==> src/core/dpram_host_pkg.sv <==
// Package for the dual-port memory port controller: pins, timing, mailbox map
package dpram_host_pkg;
	localparam int ADDR_W = 10;
	localparam int DATA_W = 8;
	localparam logic [9:0] LEFT_MAILBOX  = 10'h3fe;
	localparam logic [9:0] RIGHT_MAILBOX = 10'h3ff;
	// Clock period and pin timing
	localparam int CLK_PERIOD_NS = 100;
	localparam int ARB_TIME_NS   = 5;   // Arbitration resolution window
	localparam int WRITE_HOLD_NS = 20;  // Write hold after hold flag releases
	localparam int STROBE_NS     = 200; // Select/strobe active width
	localparam int ARB_CYCLES    = (ARB_TIME_NS + CLK_PERIOD_NS - 1) / CLK_PERIOD_NS;
	localparam int HOLD_CYCLES   = (WRITE_HOLD_NS + CLK_PERIOD_NS - 1) / CLK_PERIOD_NS;
	localparam int STROBE_CYCLES = (STROBE_NS + CLK_PERIOD_NS - 1) / CLK_PERIOD_NS;
	localparam logic [3:0] ARB_CNT    = 4'(ARB_CYCLES);
	localparam logic [3:0] HOLD_CNT   = 4'(HOLD_CYCLES);
	localparam logic [3:0] STROBE_CNT = 4'(STROBE_CYCLES);
	// Cycles the hold flag needs to cross its two synchroniser stages
	localparam logic [3:0] SYNC_CNT   = 4'h2;

	// One request from the user side
	typedef struct packed {
		logic              write;
		logic [ADDR_W-1:0] addr;
		logic [DATA_W-1:0] data;
	} req_t;

	// Pins toward one port of the memory
	typedef struct packed {
		logic              select_n;
		logic              out_en_n;
		logic              rw_n;
		logic [ADDR_W-1:0] addr;
		logic [DATA_W-1:0] data_out;
		logic              data_oe;
	} port_pins_t;

	typedef enum logic [2:0] {ST_IDLE, ST_SETUP, ST_STROBE, ST_HELD, ST_HOLD} phase_t;

	typedef struct packed {
		phase_t            phase;
		logic [3:0]        count;
		req_t              req;
		port_pins_t        pins;
		logic [DATA_W-1:0] rdata;
		logic              done;
		logic              hold_s1;
		logic              hold_s2;
		logic              flag_s1;
		logic              flag_s2;
	} state_t;
endpackage

==> src/core/dpram_port_host.sv <==
// Controller driving one port of the dual-port memory through its pins
`timescale 1ns/1ps
`default_nettype none

// Functional notes
// - Held host keeps operation and address pending
// - Delay slave write by arbitration time
// - Keep write strobe after hold release
// - Only master arbitrates, feeds slave holds
module dpram_port_host
	import dpram_host_pkg::*;
(
	input  wire logic                        clk_i,        // 10 MHz clock
	input  wire logic                        arst_n_i,     // Async reset, active low
	input  wire dpram_host_pkg::req_t        req_i,        // Request contents
	input  wire logic                        req_valid_i,  // Request offered
	output logic                             req_ready_o,  // Request taken
	output logic [dpram_host_pkg::DATA_W-1:0] rdata_o,     // Read result
	output logic                             done_o,       // Access finished pulse
	output logic                             mailbox_o,    // Mailbox flag seen active
	output dpram_host_pkg::port_pins_t       pins_o,       // Pins toward memory port
	input  wire logic [dpram_host_pkg::DATA_W-1:0] data_i, // Data pins read back
	input  wire logic                        hold_flag_n_i, // Port hold flag pin
	input  wire logic                        mailbox_flag_n_i // Port mailbox flag pin
);
	import dpram_host_pkg::*;

	state_t cur;
	state_t next_cur;

	// Idle pins: deselected, outputs off, read direction
	function automatic port_pins_t idle_pins();
		port_pins_t p;
		p = '0;
		p.select_n = 1'b1;
		p.out_en_n = 1'b1;
		p.rw_n     = 1'b1;
		return p;
	endfunction

	// Flag pin inputs come from the memory's clock-free domain, so two stages first
	always_comb begin
		next_cur = cur;
		next_cur.done = 1'b0;
		next_cur.hold_s1 = hold_flag_n_i;
		next_cur.hold_s2 = cur.hold_s1;
		next_cur.flag_s1 = mailbox_flag_n_i;
		next_cur.flag_s2 = cur.flag_s1;
		case (cur.phase)
			ST_IDLE: begin
				next_cur.pins = idle_pins();
				if (req_valid_i) begin
					next_cur.req = req_i;
					next_cur.pins.addr = req_i.addr; // Address first, then select
					next_cur.pins.rw_n = 1'b1;
					next_cur.phase = ST_SETUP;
					next_cur.count = ARB_CNT;
				end
			end
			ST_SETUP: begin
				// Select and strobe after address has settled for arbitration
				if (cur.count > 4'h1) begin
					next_cur.count = cur.count - 4'h1;
				end else begin
					next_cur.pins.select_n = 1'b0;
					next_cur.pins.rw_n     = ~cur.req.write;
					next_cur.pins.out_en_n = cur.req.write;
					next_cur.pins.data_out = cur.req.data;
					next_cur.pins.data_oe  = cur.req.write;
					// First strobe outlasts the synchroniser, or a hold would be missed
					next_cur.count = 4'(STROBE_CNT + SYNC_CNT);
					next_cur.phase = ST_STROBE;
				end
			end
			ST_STROBE: begin
				if (!cur.hold_s2) begin
					// Held: keep operation and address pending until released
					next_cur.phase = ST_HELD;
				end else if (cur.count > 4'h1) begin
					next_cur.count = cur.count - 4'h1;
				end else begin
					if (!cur.req.write) begin
						next_cur.rdata = data_i;
					end
					next_cur.count = HOLD_CNT;
					next_cur.phase = ST_HOLD;
				end
			end
			ST_HELD: begin
				// Strobe still active; restart the full strobe once released
				if (cur.hold_s2) begin
					next_cur.count = STROBE_CNT;
					next_cur.phase = ST_STROBE;
				end
			end
			ST_HOLD: begin
				next_cur.pins = idle_pins();
				next_cur.pins.addr = cur.pins.addr;
				next_cur.done = 1'b1;
				next_cur.phase = ST_IDLE;
			end
			default: next_cur.phase = ST_IDLE;
		endcase
	end

	// State register; reset deselects the port
	always_ff @(posedge clk_i or negedge arst_n_i) begin
		if (!arst_n_i) begin
			cur <= '{phase: ST_IDLE, count: 4'h0, req: '0,
				pins: '{select_n: 1'b1, out_en_n: 1'b1, rw_n: 1'b1,
				addr: '0, data_out: '0, data_oe: 1'b0},
				rdata: '0, done: 1'b0, hold_s1: 1'b1, hold_s2: 1'b1,
				flag_s1: 1'b1, flag_s2: 1'b1};
		end else begin
			cur <= next_cur;
		end
	end

	assign req_ready_o = (cur.phase == ST_IDLE);
	assign pins_o      = cur.pins;
	assign rdata_o     = cur.rdata;
	assign done_o      = cur.done;
	assign mailbox_o   = ~cur.flag_s2;
endmodule

`default_nettype wire

==> config.mk <==
export PLATFORM = sky130hd
export DESIGN_NAME = dpram_port_host
export DESIGN_NICKNAME = d
export VERILOG_FILES = /design/src/core/dpram_host_pkg.sv /design/src/core/dpram_port_host.sv
export SDC_FILE = /design/constraint.sdc
export NUM_CORES = 1
export LEC_CHECK = 0
export BUFFER_PORTS_ARGS = -buffer_cell sky130_fd_sc_hd__buf_2
export CORE_AREA = 3 3 83 66
export CTS_CLUSTER_DIAMETER = 100
export CTS_CLUSTER_SIZE = 8
export DETAILED_ROUTE_END_ITERATION = 16
export DIE_AREA = 0 0 86 69
export PLACE_DENSITY = 0.77
export REMOVE_ABC_BUFFERS = 1
export SETUP_SLACK_MARGIN = 0.5
export SYNTH_ARGS = -nofsm -noshare
export SYNTH_HDL_FRONTEND = slang
export SYNTH_SLANG_ARGS = --single-unit
export TNS_END_PERCENT = 1
==> constraint.sdc <==
create_clock -name clk_i -period 2.6 [get_ports clk_i]
set_input_delay 0.52 -clock clk_i [delete_from_list [all_inputs] [get_ports clk_i]]
set_output_delay 0.52 -clock clk_i [all_outputs]
set_load 0.005 [all_outputs]
==> results.cfg, run 1 <==
[clock_network]
clk_pin_slew_ns = 0.09
cts.sinks = 51
clockBufferDepth = 2
holdBufCountCts = 0
root_buffer = clkbuf_8
clk_latency_ns = 0.30
cts_tree = done
cts_buffers = 5
h-tree-depth = 2

[drt]
avgViaCountPerCell = 5.22
ant_nets = 0
post_drt_wl_per_cell_um = 13.7
wirelength_um = 4620
drc = 0
vias = 1754
firstDrtPassIters = 5
dr.first_iter.drc_count = 196

[placed_design]
dpl_worst_slack_ns = 0.537
place_inst = 326
hpwl_um = 3320
numPortBuffers = 64
globalplace.congestion = 0.828
dpl-instance-area_um2 = 2600

[logic_synthesis]
synth.avg_cell_area_um2 = 10.2
synthArstFlopShare_pct = 100
synth_cell_type_count = 34
synth_area_um2 = 2430
synth_edf_count = 0
synthFlopType = dfrtp_1
ys_seq_area_share_pct = 52.9
synthCells = 239
ys_seq_elements = 51
ys_warn_count = 0

[worst_setup_path]
cp_max_fo = 8
crit_start = cur[54]
critPathKind = reg -> reg
reg2reg_from = cur[54]
worstPathRequired_ns = 2.79
critPathLaunchType = register
crit_path_max_incr_delay_ns = 0.42
endpoint_kind = register
path_cells = inv_1, ha_1, or2_0, nand3_2, nor3_4, mux2_2
cp.arrival_ns = 2.27
cp_slowest_cell = dfrtp_1
path_buf_inv = 1
crit_family = simple AND/OR/NAND/NOR gates

[timing]
fin_ws_ns = 0.521
finalHoldViolCount = 0
relSlewSlack_pct = 62.2
clock_skew_ns = 0.0107
clock.fmax_ghz = 0.481
fin_tns_setup_ns = 0
period_needed_ns = 2.08
rsz0062_at_grt = yes
final-setup-viol-count = 0
layout_worst_path_cycle_share_pct = 80.0
slew_viol_final = 0
tightest_slew_ns = 0.567

[floorplanning]
start_util_pct = 51.0
ios = 65
dieWidth_um = 86
rows = 22
coreArea_um2 = 4760
dieHeight_um = 69
die_area_um2 = 5930

[cells_and_area]
antenna_cells = 0
drive_gt1_share_pct = 39.5
nets = 309
areaGrowthSynthToFinish_pct = 12.5
stdcell_area_um2 = 2730
final_cells = 336

[grt]
grt-ovfl-total = 0
grt_first_pass_wirelength_um = 7930
grt_use_total_pct = 17.0
grt_max_degree = 29
grt_pass1_vias = 1662
grt_antenna_before_repair = 0

[power_and_ir_drop]
p_per_area_nw_per_um2 = 1200
irDropWorstVdd_uv = 631
p_leak_nw = 1.38
total_power_w = 0.00327

[run]
max_cap_violations = 0

[hold_path]
hold_path_class = in -> async

[status]
status = complete, no violations
-- per-stage QoR --
stage	utilization [%]	hold slack, ns
after global routing	57.4	0.229
after floorplan	-	0.224
after global placement	54.7	0.346
final	57.4	0.199
after CTS	57.3	0.212
after detailed placement	54.7	0.347
-- path summary, 6_finish.rpt --
kind,slack [ns],cells after the start,to
max,0.52,6,rdata_o[7]
min,0.20,1,pins_o[6]
max reg2reg,0.52,6,rdata_o[7]
min reg2reg,0.36,0,cur[0]
max in group asynchronous,1.78,2,cur[2]
min in group clk_i,0.31,1,cur[3]
-- cell usage after synthesis, types with 2 or more instances --
cell	count	area share (%)
nand2_1	51	7.9
nor2_1	6	0.93
mux2_2	18	8.3
dfrtp_1	44	45
a21oi_1	8	1.6
nor3_1	4	0.82
dfstp_2	7	7.6
nand4_1	2	0.51
o22ai_1	2	0.51
or3_1	3	0.77
inv_1	10	1.5
clkbuf_1	10	1.5
buf_4	30	9.3
o21ai_0	5	1.0
buf_2	2	0.41
nand3_1	10	2.1
ha_1	2	1.0
o221ai_1	9	3.2
-- registers in the layout, indices dropped and copies added, names as in the netlist --
| name | flops |
|---|---|
| rdata_o | 8 |
| cur | 20 |
| pins_o | 22 |
| done_o | 1 |
-- cells in the final DEF (no fill, tap or decap), types with 2 or more instances in the layout --
cell type and count:
mux2_2 18, nor3_1 4, ha_1 2, o221ai_1 9, o21ai_0 5, inv_1 10, nand3_1 10, nor2_1 6
nand2_1 51, nand4_1 2, clkbuf_8 5, a21oi_1 8, buf_2 64, dfstp_2 7, o22ai_1 2, buf_4 6
or3_1 2, dfrtp_1 44
-- final cells by class --
class	count	area, um2
Fill cell	403	2030
Sequential cell	51	1280
Multi-Input combinational cell	136	840
Timing Repair Buffer	71	385
Tap cell	60	75.1
Clock buffer	6	72.6
Clock inverter	2	38.8
Inverter	10	37.5
-- per-layer routing --
| layer | vias to the layer above | routed length [um] | global-route usage, % |
|---|---|---|---|
| met5 | - | 0 | 0 |
| met3 | 5 | 415 | 5.62 |
| li1 | 846 | - | - |
| met1 | 839 | 2130 | 24.4 |
| met4 | 0 | 38 | 5.27 |
| met2 | 64 | 2040 | 24.3 |
-- cells by family (layout without fill, tap and decap cells) --
logic type / count (synthesis) / count (layout) / synth area share, %
DFF: 51 / 51 / 52.9
and+or+nand+nor: 85 / 85 / 16.0
xor gates and xnor gates: 1 / 1 / 0.361
AOI/OAI and AO/OA: 29 / 29 / 8.19
adders and majority gates: 3 / 3 / 1.44
muxes: 18 / 18 / 8.34
buffers and inverters: 52 / 89 / 12.8
-- where the power goes --
| group | leakage [nW] | switching [W] | internal, W |
|---|---|---|---|
| clock | 0.0558 | 0.000256 | 0.000291 |
| combinational | 0.685 | 0.000756 | 0.000651 |
| sequential | 0.634 | 0.000201 | 0.00111 |
| total | 1.38 | 0.00121 | 0.00206 |
-- what timing repair did --
action,in CTS,in global routing
setup buffers,1,1
gates resized for setup,1,0
pin swaps,1,1
setup endpoints to repair,1,20
(Power assumes the default switching activity.)
==> inputs of run 2 (changes only) <==
--- a/config.mk
+++ b/config.mk
@@ -6,12 +6,12 @@
 export NUM_CORES = 1
 export LEC_CHECK = 0
 export BUFFER_PORTS_ARGS = -buffer_cell sky130_fd_sc_hd__buf_2
-export CORE_AREA = 3 3 83 66
+export CORE_AREA = 3 3 88 69
 export CTS_CLUSTER_DIAMETER = 100
 export CTS_CLUSTER_SIZE = 8
 export DETAILED_ROUTE_END_ITERATION = 16
-export DIE_AREA = 0 0 86 69
-export PLACE_DENSITY = 0.77
+export DIE_AREA = 0 0 91 72
+export PLACE_DENSITY = 0.73
 export REMOVE_ABC_BUFFERS = 1
 export SETUP_SLACK_MARGIN = 0.5
 export SYNTH_ARGS = -nofsm -noshare
==> constraint.sdc (replaced) <==
create_clock -name clk_i -period 1.85 [get_ports clk_i]
set_input_delay 0.37 -clock clk_i [delete_from_list [all_inputs] [get_ports clk_i]]
set_output_delay 0.37 -clock clk_i [all_outputs]
set_load 0.005 [all_outputs]
==> results.cfg, run 2 (same netlist as run 1, synthesis figures left out) <==
[status]
status = complete, no violations

[drt]
post_drt_wl_per_cell_um = 14.1
ant_nets = 0
firstDrtPassIters = 4
drc = 0
avgViaCountPerCell = 4.92
dr.first_iter.drc_count = 152
wirelength_um = 5190
vias = 1811

[cells_and_area]
areaGrowthSynthToFinish_pct = 21.7
final_cells = 368
multi_input_area_um2 = 891
drive_gt1_share_pct = 47.4
antenna_cells = 0
n_fill_cell = 500
nets = 326
register_area_um2 = 1290
final_common_cell = buf_2
largest_reg_flops = 22
mostFrequentLayoutCells = buf_2, nand2_1, dfrtp_1, buf_4, mux2_2

[power_and_ir_drop]
irDropWorstVdd_uv = 743
p_per_area_nw_per_um2 = 1700
p_leak_nw = 1.47

[grt]
grt_max_degree = 52
grt_use_total_pct = 16.4
grt_pass1_vias = 1746
grt-ovfl-total = 0
grt_antenna_before_repair = 0
grt_first_pass_wirelength_um = 8540

[floorplanning]
ios = 65
dieWidth_um = 91
coreArea_um2 = 5300
rows = 23
dieHeight_um = 72
start_util_pct = 45.9
die_area_um2 = 6550

[timing]
final-setup-viol-count = 0
layout_worst_path_cycle_share_pct = 93.4
finalHoldViolCount = 0
tightest_slew_ns = 0.271
slew_viol_final = 0
timing.hold.ws_ns = 0.0449
relSlewSlack_pct = 81.9
clock_skew_ns = 0.00388
clock.fmax_ghz = 0.579
period_needed_ns = 1.73
rsz0062_at_grt = yes

[placed_design]
hpwl_um = 3400
globalplace.congestion = 0.849
numPortBuffers = 64
place_inst = 349

[worst_setup_path]
cp_max_fo = 9
cp.arrival_ns = 1.92
reg2reg_from = cur[59]
crit_start = cur[59]
critPathKind = reg -> reg
endpoint_kind = register
worstPathRequired_ns = 2.04
critPathLaunchType = register

[clock_network]
clk_latency_ns = 0.30
clk_pin_slew_ns = 0.09
clockBufferDepth = 2
cts_buffers = 5
cts_tree = done
h-tree-depth = 2
root_buffer = clkbuf_8
cts.sinks = 51

[hold_path]
hold_path_class = in -> async

[run]
max_cap_violations = 0
run 2: changes by cell type in the layout (fill, tap and decap cells not counted), sizes merged:
cell	before	now
buf	71	88
clkinvlp	0	1
inv	11	10
clkinv	0	1
bufinv	1	0
run 2: critical path, cell delays in order (launching register included):
cell	delay (ns)
dfrtp_1	0.41
buf_4	0.15
buf_4	0.13
buf_4	0.16
nor2b_2	0.17
or3_4	0.40
a21oi_2	0.13
a21oi_1	0.06
run 2: per-stage QoR:
stage | power (W) | setup TNS [ns] | area, um2 | worst slack, ns | util (%)
floorplan | 0.00306 | -4.84 | 2160 | -0.459 | -
global placement | 0.00393 | 0 | 2710 | 0.0263 | 51.1
detailed placement | 0.00401 | -0.267 | 2710 | -0.0392 | 51.1
CTS | 0.00486 | 0 | 2900 | 0.120 | 54.8
global route | 0.00543 | 0 | 2960 | 0.0601 | 55.9
finish | 0.00502 | 0 | 2960 | 0.123 | 55.9
run 2: final timing paths:
path	slack [ns]	cells past startpoint	to
setup / recovery	0.12	7	cur[56]
hold / removal	0.04	2	rdata_o[4]
setup reg to reg	0.12	7	cur[56]
hold reg to reg	0.36	0	cur[0]
max in group asynchronous	1.52	2	cur[1]
min in group clk_i	0.16	1	cur[1]
run 2: what timing repair did:
action | in CTS | in global routing
buffers inserted | 9 | 2
resized for setup | 10 | 12
pin swaps | 3 | 3
endpoints found under the setup margin | 38 | 50
hold buffers | 0 | 0
cloned | 0 | 0
run 2: report_power, final:
part | internal (W) | switching, W | total [W]
logic | 0.00131 | 0.00126 | 0.00256
registers | 0.00157 | 0.000258 | 0.00183
clock network | 0.000265 | 0.000363 | 0.000629
run 2: area by class of cell:
type                    instances  area share (%)
multi-input cells             136            30.1
well taps                      75            3.17
clock buffers                   6            2.45
clock inverters                 2           0.423
inverters                      10            1.27
flip-flops and latches         51            43.5
repair buffers                 88            19.1
run 2: routing by layer:
layer | wire length, um | GRT usage [%] | vias up
li1 | - | - | 880
met1 | 2360 | 22.8 | 868
met2 | 2480 | 25.9 | 57
met3 | 313 | 4.25 | 6
met4 | 39 | 4.52 | 0
met5 | 0 | 0 | -
==> inputs of run 3 (changes only) <==
--- a/config.mk
+++ b/config.mk
@@ -8,7 +8,7 @@
 export BUFFER_PORTS_ARGS = -buffer_cell sky130_fd_sc_hd__buf_2
 export CORE_AREA = 3 3 88 69
 export CTS_CLUSTER_DIAMETER = 100
-export CTS_CLUSTER_SIZE = 8
+export CTS_CLUSTER_SIZE = 30
 export DETAILED_ROUTE_END_ITERATION = 16
 export DIE_AREA = 0 0 91 72
 export PLACE_DENSITY = 0.73
==> constraint.sdc (replaced) <==
create_clock -name clk_i -period 1.85 [get_ports clk_i]
set_input_delay 0.555 -clock clk_i [delete_from_list [all_inputs] [get_ports clk_i]]
set_output_delay 0.555 -clock clk_i [all_outputs]
set_load 0.005 [all_outputs]
==> results.cfg, run 3 (same netlist as run 1, synthesis figures left out) <==
[status]
status = complete, no violations

[clock_network]
root_buffer = clkbuf_8
clockBufferDepth = 2
cts_buffers = 5
clk_latency_ns = 0.30
holdBufCountCts = 0
cts_tree = done
clk_pin_slew_ns = 0.09
cts.sinks = 51
h-tree-depth = 2

[worst_setup_path]
r2r_cells = 5
crit_path_max_incr_delay_ns = 0.42
critPathLaunchType = register
path_cells = or3_4, inv_4, buf_6
ff2ff_setup_slack_ns = 0.10
crit_family = flip-flops
worstPathRequired_ns = 1.29
cp_slowest_cell = dfrtp_1
cp_max_fo = 3
r2r-end = rdata_o[4]
cp.arrival_ns = 1.28
critPathKind = reg -> out
path_buf_inv = 2
endpoint_kind = output pin
reg2reg_from = cur[2]

[power_and_ir_drop]
swShare_pct = 38.6
irDropWorstVdd_uv = 705
p_per_area_nw_per_um2 = 1740
pwr-share-clk_pct = 12.3
p_leak_nw = 1.50
p_comb_share_pct = 53.3
p_switching_w = 0.00209
p_int_w = 0.00333
p_seq_share_pct = 34.4

[drt]
dr.first_iter.drc_count = 176
vias = 1839
drc = 0
post_drt_wl_per_cell_um = 15.1
ant_nets = 0
wirelength_um = 5470
firstDrtPassIters = 4
avgViaCountPerCell = 5.07

[floorplanning]
start_util_pct = 45.9
dieHeight_um = 72
rows = 23
coreArea_um2 = 5300
ios = 65
die_area_um2 = 6550
dieWidth_um = 91

[timing]
slew_viol_final = 0
finalHoldViolCount = 0
final-setup-viol-count = 0
layout_worst_path_cycle_share_pct = 99.0
tightest_slew_ns = 0.374
clock_skew_ns = 0.0116
rsz0062_at_grt = yes
timing.hold.ws_ns = 0.135
relSlewSlack_pct = 74.9
clock.fmax_ghz = 0.546
period_needed_ns = 1.83

[cells_and_area]
largest_reg_flops = 22
stdcell_area_um2 = 3110
nets = 321
n_fill_cell = 489
finish.utilization_pct = 58.7
antenna_cells = 0
mostFrequentLayoutCells = buf_2, nand2_1, dfrtp_1, buf_4, mux2_4
final_cells = 363
drive_gt1_share_pct = 53.8
areaGrowthSynthToFinish_pct = 28.0
final_common_cell = buf_2

[placed_design]
place_inst = 351
globalplace.congestion = 0.918
dpl-instance-area_um2 = 2710
hpwl_um = 3560
numPortBuffers = 64

[grt]
grt_max_degree = 40
grt-ovfl-total = 0
grt_antenna_before_repair = 0
grt_use_total_pct = 15.7
grt_pass1_vias = 1713
grt_first_pass_wirelength_um = 8350

[run]
max_cap_violations = 0

[hold_path]
hold_path_class = in -> async
==> run 3: cell count changes in the layout (fill, tap and decap cells not counted), sizes merged <==
cell      previous run  this run
buf                 88        83
clkinvlp             1         0
clkbuf               6         7
==> run 3: cell type report <==
cell class                 instances  area (um2)  share of cell area [%]
clock buffer                       7        86.3                    2.78
clock inverter                     1        8.76                   0.282
inverter                          10        40.0                    1.29
multi-input combinational        136        1050                    33.9
sequential                        51        1280                    41.3
tap                               75        93.8                    3.02
timing repair buffer              83         542                    17.4
==> run 3: power groups by stage <==
stage	Clock, W	Combinational, W	Sequential (W)
2_1_floorplan	0	0.00113	0.00193
3_3_place_gp	0	0.00204	0.00184
3_5_place_dp	0	0.00211	0.00186
4_1_cts	0.000685	0.00223	0.00183
5_1_grt	0.000727	0.00316	0.00192
6_report	0.000664	0.00288	0.00186
==> run 3: worst max-delay path by stage <==
stage | startpoint | to | slack [ns] | depth (start not counted)
4_1_cts | cur[59] | req_ready_o | 0.01 | 3
3_5_place_dp | cur[54] | rdata_o[4] | -0.06 | 6
6_report | cur[59] | req_ready_o | 0.02 | 3
2_1_floorplan | cur[58] | cur[35] | -0.46 | 4
5_1_grt | cur[59] | req_ready_o | -0.03 | 3
3_3_place_gp | cur[54] | rdata_o[2] | 0.01 | 6
==> run 3: stage by stage <==
stage / total power, W / TNS [ns] / setup slack, ns
final: 0.00541 / 0 / 0.0187
after global routing: 0.00581 / -0.0282 / -0.0282
after CTS: 0.00475 / 0 / 0.00983
after detailed placement: 0.00397 / -0.418 / -0.0604
after global placement: 0.00388 / 0 / 0.0123
after floorplan: 0.00306 / -5.01 / -0.459
==> run 3: layer usage <==
metal | global-route usage [%] | vias to the layer above | wire length (um)
li1 | - | 868 | -
met1 | 22.4 | 914 | 2400
met2 | 24.6 | 51 | 2710
met3 | 4.04 | 6 | 310
met4 | 3.01 | 0 | 47
met5 | 0 | - | 0
==> run 3: what timing repair did <==
item                       CTS  global route
buffers inserted             4             0
setup endpoints to repair   67            78
resized for setup            5            61
pin swaps                    3            30
